[src/panel_cmd_pkg.sv]
// constants for the panel command decoder
package panel_cmd_pkg;
    localparam logic [7:0] BLANK_PANEL_CMD = 8'h28;
    localparam logic [7:0] UNBLANK_PANEL_CMD = 8'h29;
    localparam logic [7:0] SCAN_ORIENTATION_CMD = 8'h36;
    localparam logic [7:0] WAKE_CMD = 8'h11;
    localparam logic [7:0] SOFT_RESET_CMD = 8'h01;
    localparam logic [7:0] SCAN_ORIENTATION_OFFSET = 8'h36;
    localparam logic [7:0] SCAN_ORIENTATION_RESET = 8'h00;
    localparam int FILTER_ORDER_BIT = 3;
    localparam int SOURCE_DIR_BIT = 1;
    localparam int GATE_DIR_BIT = 0;
    // bits that keep their value; the others read as zero
    localparam logic [7:0] SCAN_ORIENTATION_MASK = 8'h0b;
    localparam int CLK_HZ = 25000000;
    localparam int WAKE_TIME_MS = 120;
    localparam int WAKE_CYCLES = (CLK_HZ / 1000) * WAKE_TIME_MS;
    localparam int WAKE_BLANK_FRAMES = 2;
endpackage : panel_cmd_pkg

[src/frame_sync_latch.sv]
// holds a setting and copies it to the output at frame start
module frame_sync_latch (
    input wire logic clk_i,
    input wire logic rst_b_i,
    input wire logic frame_start_i,
    input wire logic [3:0] pending_i,
    output logic [3:0] active_o
);
    typedef struct packed {
        logic [3:0] active;
    } latch_state_t;

    latch_state_t state_reg;
    latch_state_t state_next;

    always_comb begin
        state_next = state_reg;
        if (frame_start_i) begin
            state_next.active = pending_i;
        end
    end

    always_ff @(posedge clk_i or negedge rst_b_i) begin
        if (!rst_b_i) begin
            state_reg <= '0;
        end else begin
            state_reg <= state_next;
        end
    end

    assign active_o = state_reg.active;
endmodule : frame_sync_latch

[src/display_gate_and_scan_control.sv]
// command decoder for panel blanking and scan orientation
// Summary of operation
// - command 28h with no parameter blanks the panel output
// - blanking keeps incoming pixel data intact; blank page replaces output
// - on/off commands change only the on/off state
// - blank command while blanked does nothing
// - command 29h resumes driving the panel from pixel data
// - unblank command while unblanked does nothing
// - every reset leaves the panel blanked
// - command 36h with select low, then one parameter with select high
// - parameter bit 3 picks red-first (0) or blue-first (1) filter order
// - parameter bit 1 picks source scan direction
// - parameter bit 0 picks gate scan direction
// - parameter bits 7,6,5,4,2 have no function and stay zero
// - of the forced-zero bits, none stays writable here
// - after reset the device sleeps; wake takes 120 ms plus blank frames
module display_gate_and_scan_control #(
    parameter int WAKE_CYCLES = panel_cmd_pkg::WAKE_CYCLES
) (
    input wire logic clk_i,
    input wire logic rst_b_i,
    input wire logic byte_valid_i,
    input wire logic cmd_param_sel_i,
    input wire logic [7:0] byte_i,
    input wire logic frame_start_i,
    input wire logic [23:0] pixel_i,
    output logic [23:0] pixel_o,
    output logic blanked_o,
    output logic filter_order_sel_o,
    output logic source_dir_sel_o,
    output logic gate_dir_sel_o,
    output logic awake_o
);
    typedef enum logic [1:0] {
        ST_SLEEP,
        ST_WAKING,
        ST_WAKE_BLANK,
        ST_AWAKE
    } power_t;

    typedef struct packed {
        power_t power;
        logic [31:0] wait_cnt;
        logic display_on;
        logic [7:0] scan_orientation_control_reg;
        logic expect_param;
        logic [23:0] pixel;
        logic blanked;
        logic awake;
    } ctrl_state_t;

    ctrl_state_t state_reg;
    ctrl_state_t state_next;
    logic [3:0] pending;
    logic [3:0] active;
    logic cmd_seen;
    logic param_seen;

    function automatic logic [7:0] clean_param(input logic [7:0] raw);
        clean_param = raw & panel_cmd_pkg::SCAN_ORIENTATION_MASK;
    endfunction : clean_param

    assign cmd_seen = byte_valid_i && !cmd_param_sel_i;
    assign param_seen = byte_valid_i && cmd_param_sel_i;
    // pending: {display_on, filter, source, gate}
    assign pending = {state_reg.display_on,
        state_reg.scan_orientation_control_reg[panel_cmd_pkg::FILTER_ORDER_BIT],
        state_reg.scan_orientation_control_reg[panel_cmd_pkg::SOURCE_DIR_BIT],
        state_reg.scan_orientation_control_reg[panel_cmd_pkg::GATE_DIR_BIT]};

    frame_sync_latch u_sync (
        .clk_i(clk_i),
        .rst_b_i(rst_b_i),
        .frame_start_i(frame_start_i),
        .pending_i(pending),
        .active_o(active)
    );

    // ----------------------------------------
    // command decode
    // ----------------------------------------
    always_comb begin
        state_next = state_reg;
        if (param_seen) begin
            state_next.expect_param = 1'b0;
        end
        if (param_seen && state_reg.expect_param) begin
            state_next.scan_orientation_control_reg =
                clean_param(byte_i);
        end
        if (cmd_seen) begin
            state_next.expect_param = 1'b0;
            case (byte_i)
                panel_cmd_pkg::BLANK_PANEL_CMD: begin
                    state_next.display_on = 1'b0;
                end
                panel_cmd_pkg::UNBLANK_PANEL_CMD: begin
                    state_next.display_on = 1'b1;
                end
                panel_cmd_pkg::SCAN_ORIENTATION_CMD: begin
                    state_next.expect_param = 1'b1;
                end
                panel_cmd_pkg::SOFT_RESET_CMD: begin
                    // scan parameter intentionally kept
                    state_next.display_on = 1'b0;
                    state_next.power = ST_SLEEP;
                end
                panel_cmd_pkg::WAKE_CMD: begin
                    if (state_reg.power == ST_SLEEP) begin
                        state_next.power = ST_WAKING;
                        state_next.wait_cnt = '0;
                    end
                end
                default: begin
                end
            endcase
        end
        // ----------------------------------------
        // wake sequence
        // ----------------------------------------
        case (state_reg.power)
            ST_WAKING: begin
                if (state_reg.wait_cnt == 32'(WAKE_CYCLES - 1)) begin
                    state_next.power = ST_WAKE_BLANK;
                    state_next.wait_cnt = '0;
                end else begin
                    state_next.wait_cnt = state_reg.wait_cnt + 32'h1;
                end
            end
            ST_WAKE_BLANK: begin
                if (frame_start_i) begin
                    if (state_reg.wait_cnt ==
                        32'(panel_cmd_pkg::WAKE_BLANK_FRAMES)) begin
                        state_next.power = ST_AWAKE;
                    end else begin
                        state_next.wait_cnt = state_reg.wait_cnt + 32'h1;
                    end
                end
            end
            ST_SLEEP, ST_AWAKE: begin
            end
            default: begin
                state_next.power = ST_SLEEP;
            end
        endcase
        if (cmd_seen && byte_i == panel_cmd_pkg::SOFT_RESET_CMD) begin
            state_next.power = ST_SLEEP;
        end
        // ----------------------------------------
        // pixel path
        // ----------------------------------------
        state_next.blanked = !(active[3] && state_reg.power == ST_AWAKE);
        state_next.pixel = state_next.blanked ? 24'h000000 : pixel_i;
        state_next.awake = (state_reg.power == ST_AWAKE);
    end

    always_ff @(posedge clk_i or negedge rst_b_i) begin
        if (!rst_b_i) begin
            state_reg.power <= ST_SLEEP;
            state_reg.wait_cnt <= '0;
            state_reg.display_on <= 1'b0;
            state_reg.scan_orientation_control_reg <=
                panel_cmd_pkg::SCAN_ORIENTATION_RESET;
            state_reg.expect_param <= 1'b0;
            state_reg.pixel <= '0;
            state_reg.blanked <= 1'b1;
            state_reg.awake <= 1'b0;
        end else begin
            state_reg <= state_next;
        end
    end

    assign pixel_o = state_reg.pixel;
    assign blanked_o = state_reg.blanked;
    assign awake_o = state_reg.awake;
    assign filter_order_sel_o = active[2];
    assign source_dir_sel_o = active[1];
    assign gate_dir_sel_o = active[0];

    // ----------------------------------------
    // checks
    // ----------------------------------------
    property p_blank_cmd;
        @(posedge clk_i) disable iff (!rst_b_i)
        cmd_seen && byte_i == panel_cmd_pkg::BLANK_PANEL_CMD
        |=> !state_reg.display_on;
    endproperty
    a_blank_cmd: assert property (p_blank_cmd)
        else $error("blank command did not clear display state");

    property p_unblank_cmd;
        @(posedge clk_i) disable iff (!rst_b_i)
        cmd_seen && byte_i == panel_cmd_pkg::UNBLANK_PANEL_CMD
        |=> state_reg.display_on;
    endproperty
    a_unblank_cmd: assert property (p_unblank_cmd)
        else $error("unblank command did not set display state");

    property p_onoff_keeps_scan;
        @(posedge clk_i) disable iff (!rst_b_i)
        cmd_seen && (byte_i == panel_cmd_pkg::BLANK_PANEL_CMD ||
            byte_i == panel_cmd_pkg::UNBLANK_PANEL_CMD)
        |=> $stable(state_reg.scan_orientation_control_reg);
    endproperty
    a_onoff_keeps_scan: assert property (p_onoff_keeps_scan)
        else $error("on/off command changed scan setting");

    property p_param_store;
        @(posedge clk_i) disable iff (!rst_b_i)
        param_seen && state_reg.expect_param
        |=> state_reg.scan_orientation_control_reg ==
            ($past(byte_i) & panel_cmd_pkg::SCAN_ORIENTATION_MASK);
    endproperty
    a_param_store: assert property (p_param_store)
        else $error("scan parameter not stored");

    property p_unused_zero;
        @(posedge clk_i) disable iff (!rst_b_i)
        (state_reg.scan_orientation_control_reg &
            ~panel_cmd_pkg::SCAN_ORIENTATION_MASK) == 8'h00;
    endproperty
    a_unused_zero: assert property (p_unused_zero)
        else $error("unused scan bits not zero");

    property p_frame_apply;
        @(posedge clk_i) disable iff (!rst_b_i)
        !frame_start_i |=> $stable(active);
    endproperty
    a_frame_apply: assert property (p_frame_apply)
        else $error("setting changed away from frame start");

    property p_blank_output;
        @(posedge clk_i) disable iff (!rst_b_i)
        !active[3] |=> blanked_o && pixel_o == 24'h000000;
    endproperty
    a_blank_output: assert property (p_blank_output)
        else $error("pixels passed while blanked");

    property p_wake_time;
        @(posedge clk_i) disable iff (!rst_b_i)
        state_reg.power == ST_SLEEP ##1 state_reg.power == ST_WAKING
        |-> (state_reg.power != ST_AWAKE &&
            state_reg.power != ST_WAKE_BLANK)[*8];
    endproperty
    a_wake_time: assert property (p_wake_time)
        else $error("wake sequence ended too early");
endmodule : display_gate_and_scan_control

[config.mk]
export PLATFORM = sky130hd
export DESIGN_NAME = display_gate_and_scan_control
export DESIGN_NICKNAME = d
export VERILOG_FILES = /design/src/panel_cmd_pkg.sv /design/src/frame_sync_latch.sv /design/src/display_gate_and_scan_control.sv
export SDC_FILE = /design/constraint.sdc
export NUM_CORES = 1
export LEC_CHECK = 0
export BUFFER_PORTS_ARGS = -buffer_cell sky130_fd_sc_hd__clkbuf_2
export CAP_MARGIN = 40
export CORE_UTILIZATION = 55
export CTS_BUF_LIST = sky130_fd_sc_hd__clkbuf_8
export DETAILED_ROUTE_END_ITERATION = 10
export PLACE_DENSITY = 0.79
export SLEW_MARGIN = 10
export SYNTH_ARGS = -nofsm -noshare
export SYNTH_HDL_FRONTEND = slang
export SYNTH_SLANG_ARGS = --single-unit
export TNS_END_PERCENT = 5
[constraint.sdc]
create_clock -name clk_i -period 5.5 [get_ports clk_i]
set_clock_uncertainty 0.1 [all_clocks]
set_input_delay 0.275 -clock clk_i [delete_from_list [all_inputs] [get_ports clk_i]]
set_output_delay 0.275 -clock clk_i [all_outputs]
set_load 0.005 [all_outputs]
-- Yosys cells after proc, flatten, opt, wreduce, memory -nomap -nowiden
Index checks and enable logic that the tools add are counted.
- equal/unequal tests: 10
- add/sub/neg operators: 1
- mux-type cells: 16
- reductions and logical operators: 12
- operators with widths (operator ; number):
    two-way mux 32 bit ; 3
    two-way mux 34 bit ; 2
    case mux 34 bit (2 select lines) ; 1
    two-way mux 35 bit ; 1
    adder 32 x 1 -> 32 bit (second input constant) ; 1
    equality test 32 x 2 -> 1 bit (second input constant) ; 1
    equality test 32 x 22 -> 1 bit (second input constant) ; 1
    equality test 8 x 6 -> 1 bit (second input constant) ; 3
    two-way mux 24 bit ; 1
    equality test 8 x 1 -> 1 bit (second input constant) ; 1
    equality test 8 x 5 -> 1 bit (second input constant) ; 1
    two-way mux 2 bit ; 3
    logical AND 1 bit ; 5
    equality test 2 bit (second input constant) ; 2
    case mux 2 bit (2 select lines) ; 1
    nonzero test 2 bit ; 2
    two-way mux 1 bit ; 3
    equality test 2 x 1 -> 1 bit (second input constant) ; 1
    zero test 1 bit ; 2
    zero test 2 bit ; 1
    case mux 1 bit (2 select lines) ; 1
    AND reduction 2 bit ; 1
    OR reduction 2 bit ; 1
- bits in registers: 69
- bits of input ports: 37
- logic and storage cells: 48
- output and inout bits: 29

-- Depth between registers and ports, before layout
- depth after elaboration: 8
- mapped depth: 10
- mapped depth without buffers: 8

-- By module
From an unflattened synthesis, not the netlist that was laid out.
- cells, all modules: 360
- area total of the unflattened synthesis: 3509.6 µm²
- by module, submodules not included (module ; cells an instance ; area an instance (µm²) ; times used ; sequential area each (µm²)):
    display_gate_and_scan_control ; 352 ; 3364.5 ; 1 ; 1627.8
    frame_sync_latch ; 8 ; 145.1 ; 1 ; 100.1

-- Least setup slack after synthesis
No wires, ideal clock.
- path type: register -> register
- start: register state_reg[68] (netlist bit)
- end: register state_reg[64] (netlist bit)
- required time: 5.331 ns
- setup time: 0.069 ns
- clock period less this slack: 2.041 ns
- stages on the path, launching flop included: 10
- arrival: 1.873 ns
- buffers on the path: 1
- slack: 3.459 ns
- path through: dfrtp_1 > inv_1 > ha_1 > nand3_1 > nand2_1 > o21ai_0 > and2_1 > buf_6 > or4_1 > nand3_1
- RTL lines (what ; line ; text):
    start: declaration ; display_gate_and_scan_control.sv:52 ; ctrl_state_t state_reg;
    start signal: assignment ; display_gate_and_scan_control.sv:169 ; state_reg <= state_next;

==> flow_summary.json <==
{
  "layout.nets": 449,
  "drtPass1Iterations": 8,
  "power_density_mw_per_mm2": 314,
  "cts.sinks": 69,
  "num_rows": 29,
  "dpl.hpwl_microns": 4960,
  "wl_per_cell_microns": 14.7,
  "routed.top_layer": "met4",
  "root_buffer": "clkbuf_8",
  "cts_buffer_depth": 2,
  "numCtsBuffers": 9,
  "crit_path_end_kind": "flop",
  "tightest_slew_ps": 853,
  "slowest_delay_ps": 440,
  "grt_usage_pct": 23.3,
  "pin_count": 66,
  "ys_seq_elements": 69,
  "dr.first_iter.drc_count": 193,
  "synth_edf_count": 0,
  "period_minus_slack_ps": 2750,
  "ys_warn_count": 0,
  "outcome": "complete, but fails checks",
  "grt-ovfl-total": 0,
  "floorplan.initialDensity_pct": 56.7,
  "violations": "design-rule violations",
  "drive_gt1_share_pct": 24.8,
  "drtAntennaViolNets": 0,
  "h-tree-depth": 3,
  "wl_microns": 7190,
  "drv_cap": 0,
  "vias": 2867,
  "hold_viol": 0,
  "ir_worst_vdd_uv": 197,
  "syn_area_sq_mm": 0.00358,
  "synthFlopType": "dfrtp_1",
  "cp.required_ps": 5620,
  "die_h_microns": 82.7,
  "antenna_found_initial": 0,
  "worst_ep_arrival_time_ps": 2870,
  "avgSynthCellArea_sq_um": 9.76,
  "crit_fanout": 29,
  "drt-met1-wl_microns": 3280,
  "cts_hold_buffers": 0,
  "grt_pass1_wl_microns": 11900,
  "async_reset_ff_share_pct": 100,
  "rsz0062_at_grt": "no",
  "syn-num-nets": 410,
  "post_cts_buffers": 0,
  "clk_pin_slew_ps": 80,
  "period_share_pct": 50.0,
  "die-area_sq_mm": 0.00684,
  "synth_seq_area_share_pct": 48.3,
  "worstSkewPairLatency_ps": 340,
  "p_leak_nw": 2.01,
  "cts_tree": "yes",
  "crit_path_top_delay_cell": "dfrtp_1",
  "grt_max_degree": 70,
  "antenna-diode-count": 0,
  "path_buf_inv": 2,
  "first_global_vias": 2571,
  "setup_violations": 0,
  "largest_reg_flops": 35,
  "holdWs_ps": 6.32,
  "cp_cell_sequence": "inv_1, ha_1, nor4b_1, nand4_1, a2bb2oi_2, nand2_1, buf_4, o311a_1, a221o_1",
  "synthDistinctLibCells": 51,
  "timing.slew.headroom_pct": 43.1,
  "totalNegativeSetupSlack_ps": 0,
  "place_congestion": 0.843,
  "viasPerCell": 5.88,
  "cts_resized": 0,
  "core_sq_mm": 0.00631,
  "min_path_type": "input pin to async pin",
  "cp-start-kind": "flop",
  "drv_slew": 0,
  "drc_errors": 2,
  "wl_met2_microns": 3320,
  "path_class": "flop to flop",
  "area_growth_pct": 11.2,
  "die_w_microns": 82.7,
  "max_freq_mhz": 363,
  "port_buffers": 65,
  "path_delay_family": "simple AND/OR/NAND/NOR gates",
  "synthCells": 367,
  "wl_met3_microns": 437
}
-- report_power, final --
group          switching (mW)  internal [mW]
Combinational           0.153         0.0784
Clock                   0.192          0.267
Sequential             0.0326          0.529
Total                   0.378          0.874
-- routing by layer --
metal  global-route usage [%]  up-vias
li1                         -     1385
met1                     30.9     1379
met2                     35.9       89
met3                     6.26       14
met4                     9.83        0
met5                        0        -
-- placed cells by master (no fill, tap or decap), types with 2 or more instances in the layout --
cell type,Yosys,final
a21o_1,2,2
a21oi_1,22,22
a221o_1,2,2
a31oi_1,15,15
and2_1,2,2
and3_1,30,30
and4_1,3,3
buf_4,25,3
bufinv_16,0,2
clkbuf_2,0,64
clkbuf_8,0,10
clkinv_2,0,2
dfrtp_1,68,68
ha_1,6,6
inv_1,12,12
mux2_2,7,7
mux2i_1,3,3
nand2_1,39,39
nand3_1,24,24
nand4_1,11,11
nor2_1,14,14
nor2b_1,3,3
nor3_1,6,6
nor4_1,6,6
nor4_4,2,2
nor4b_1,2,2
o211ai_1,2,2
o21a_1,2,2
o21ai_0,8,8
o21ai_1,5,5
or2_1,3,3
or3_1,9,9
-- final timing paths --
check	start	endpoint	slack (ps)	cells past startpoint
worst max-delay path	state_reg[36]	state_reg[66]	2750	9
worst min-delay path	rst_b_i	pixel_o[15]	6	2
max in group asynchronous	rst_b_i	state_reg[38]	4720	2
worst max register to register	state_reg[36]	state_reg[66]	2750	9
worst min register to register	pending[1]	pending[1]	400	1
min in group clk_i	byte_valid_i	state_reg[26]	70	2
-- through the flow --
| step | worst slack, ps | instances | power (mW) | cell area, sq um | utilization (%) |
|---|---|---|---|---|---|
| after floorplan | 3460 | 367 | 0.730 | 3580 | - |
| after global placement | 3030 | 471 | 0.781 | 3750 | 59.4 |
| after detailed placement | 2870 | 472 | 0.798 | 3760 | 59.5 |
| after CTS | 2830 | 488 | 1.26 | 3980 | 63.1 |
| after global routing | 2530 | 488 | 1.31 | 3980 | 63.1 |
| final | 2750 | 488 | 1.25 | 3980 | 63.1 |
-- layout make-up --
class / count / area [sq um]
fill: 498 / 2330
sequential: 69 / 1730
tap: 77 / 96.3
clock buffer: 10 / 138
multi-input combinational: 246 / 1540
clock inverter: 6 / 86.3
inverter: 12 / 45.0
timing repair buffer: 68 / 348
-- synthesized netlist by cell type, types with 2 or more instances --
cell | instances | area (sq um)
o211ai_1 | 2 | 15.0
ha_1 | 6 | 75.1
nor2_1 | 14 | 52.6
nand2_1 | 39 | 146
and4_1 | 3 | 26.3
o21ai_1 | 5 | 25.0
and2_1 | 2 | 12.5
inv_1 | 12 | 45.0
mux2_2 | 7 | 78.8
o21a_1 | 2 | 15.0
buf_4 | 25 | 188
mux2i_1 | 3 | 30.0
nor4_1 | 6 | 37.5
a21o_1 | 2 | 15.0
nor3_1 | 6 | 30.0
or2_1 | 3 | 18.8
buf_2 | 4 | 20.0
a221o_1 | 2 | 20.0
a21oi_1 | 22 | 110
o21ai_0 | 8 | 40.0
nand4_1 | 11 | 68.8
nor4b_1 | 2 | 17.5
clkbuf_1 | 9 | 33.8
and3_1 | 30 | 188
a31oi_1 | 15 | 93.8
nand3_1 | 24 | 120
nor4_4 | 2 | 42.5
or3_1 | 9 | 56.3
nor2b_1 | 3 | 18.8
dfrtp_1 | 68 | 1700
-- cell families (layout without fill, tap and decap cells) --
| logic type | Yosys count | after routing | synth area share, % |
|---|---|---|---|
| XOR/XNOR | 1 | 1 | 0.245 |
| buffers and inverters | 52 | 96 | 8.73 |
| multiplexers | 10 | 10 | 3.04 |
| flip-flops | 69 | 69 | 48.3 |
| AO/OA/AOI/OAI | 65 | 65 | 11.3 |
| AND/OR/NAND/NOR | 164 | 164 | 26.4 |
| adder cells (fa/ha/maj) | 6 | 6 | 2.10 |
No activity file was read; power rests on OpenSTA's default activity.
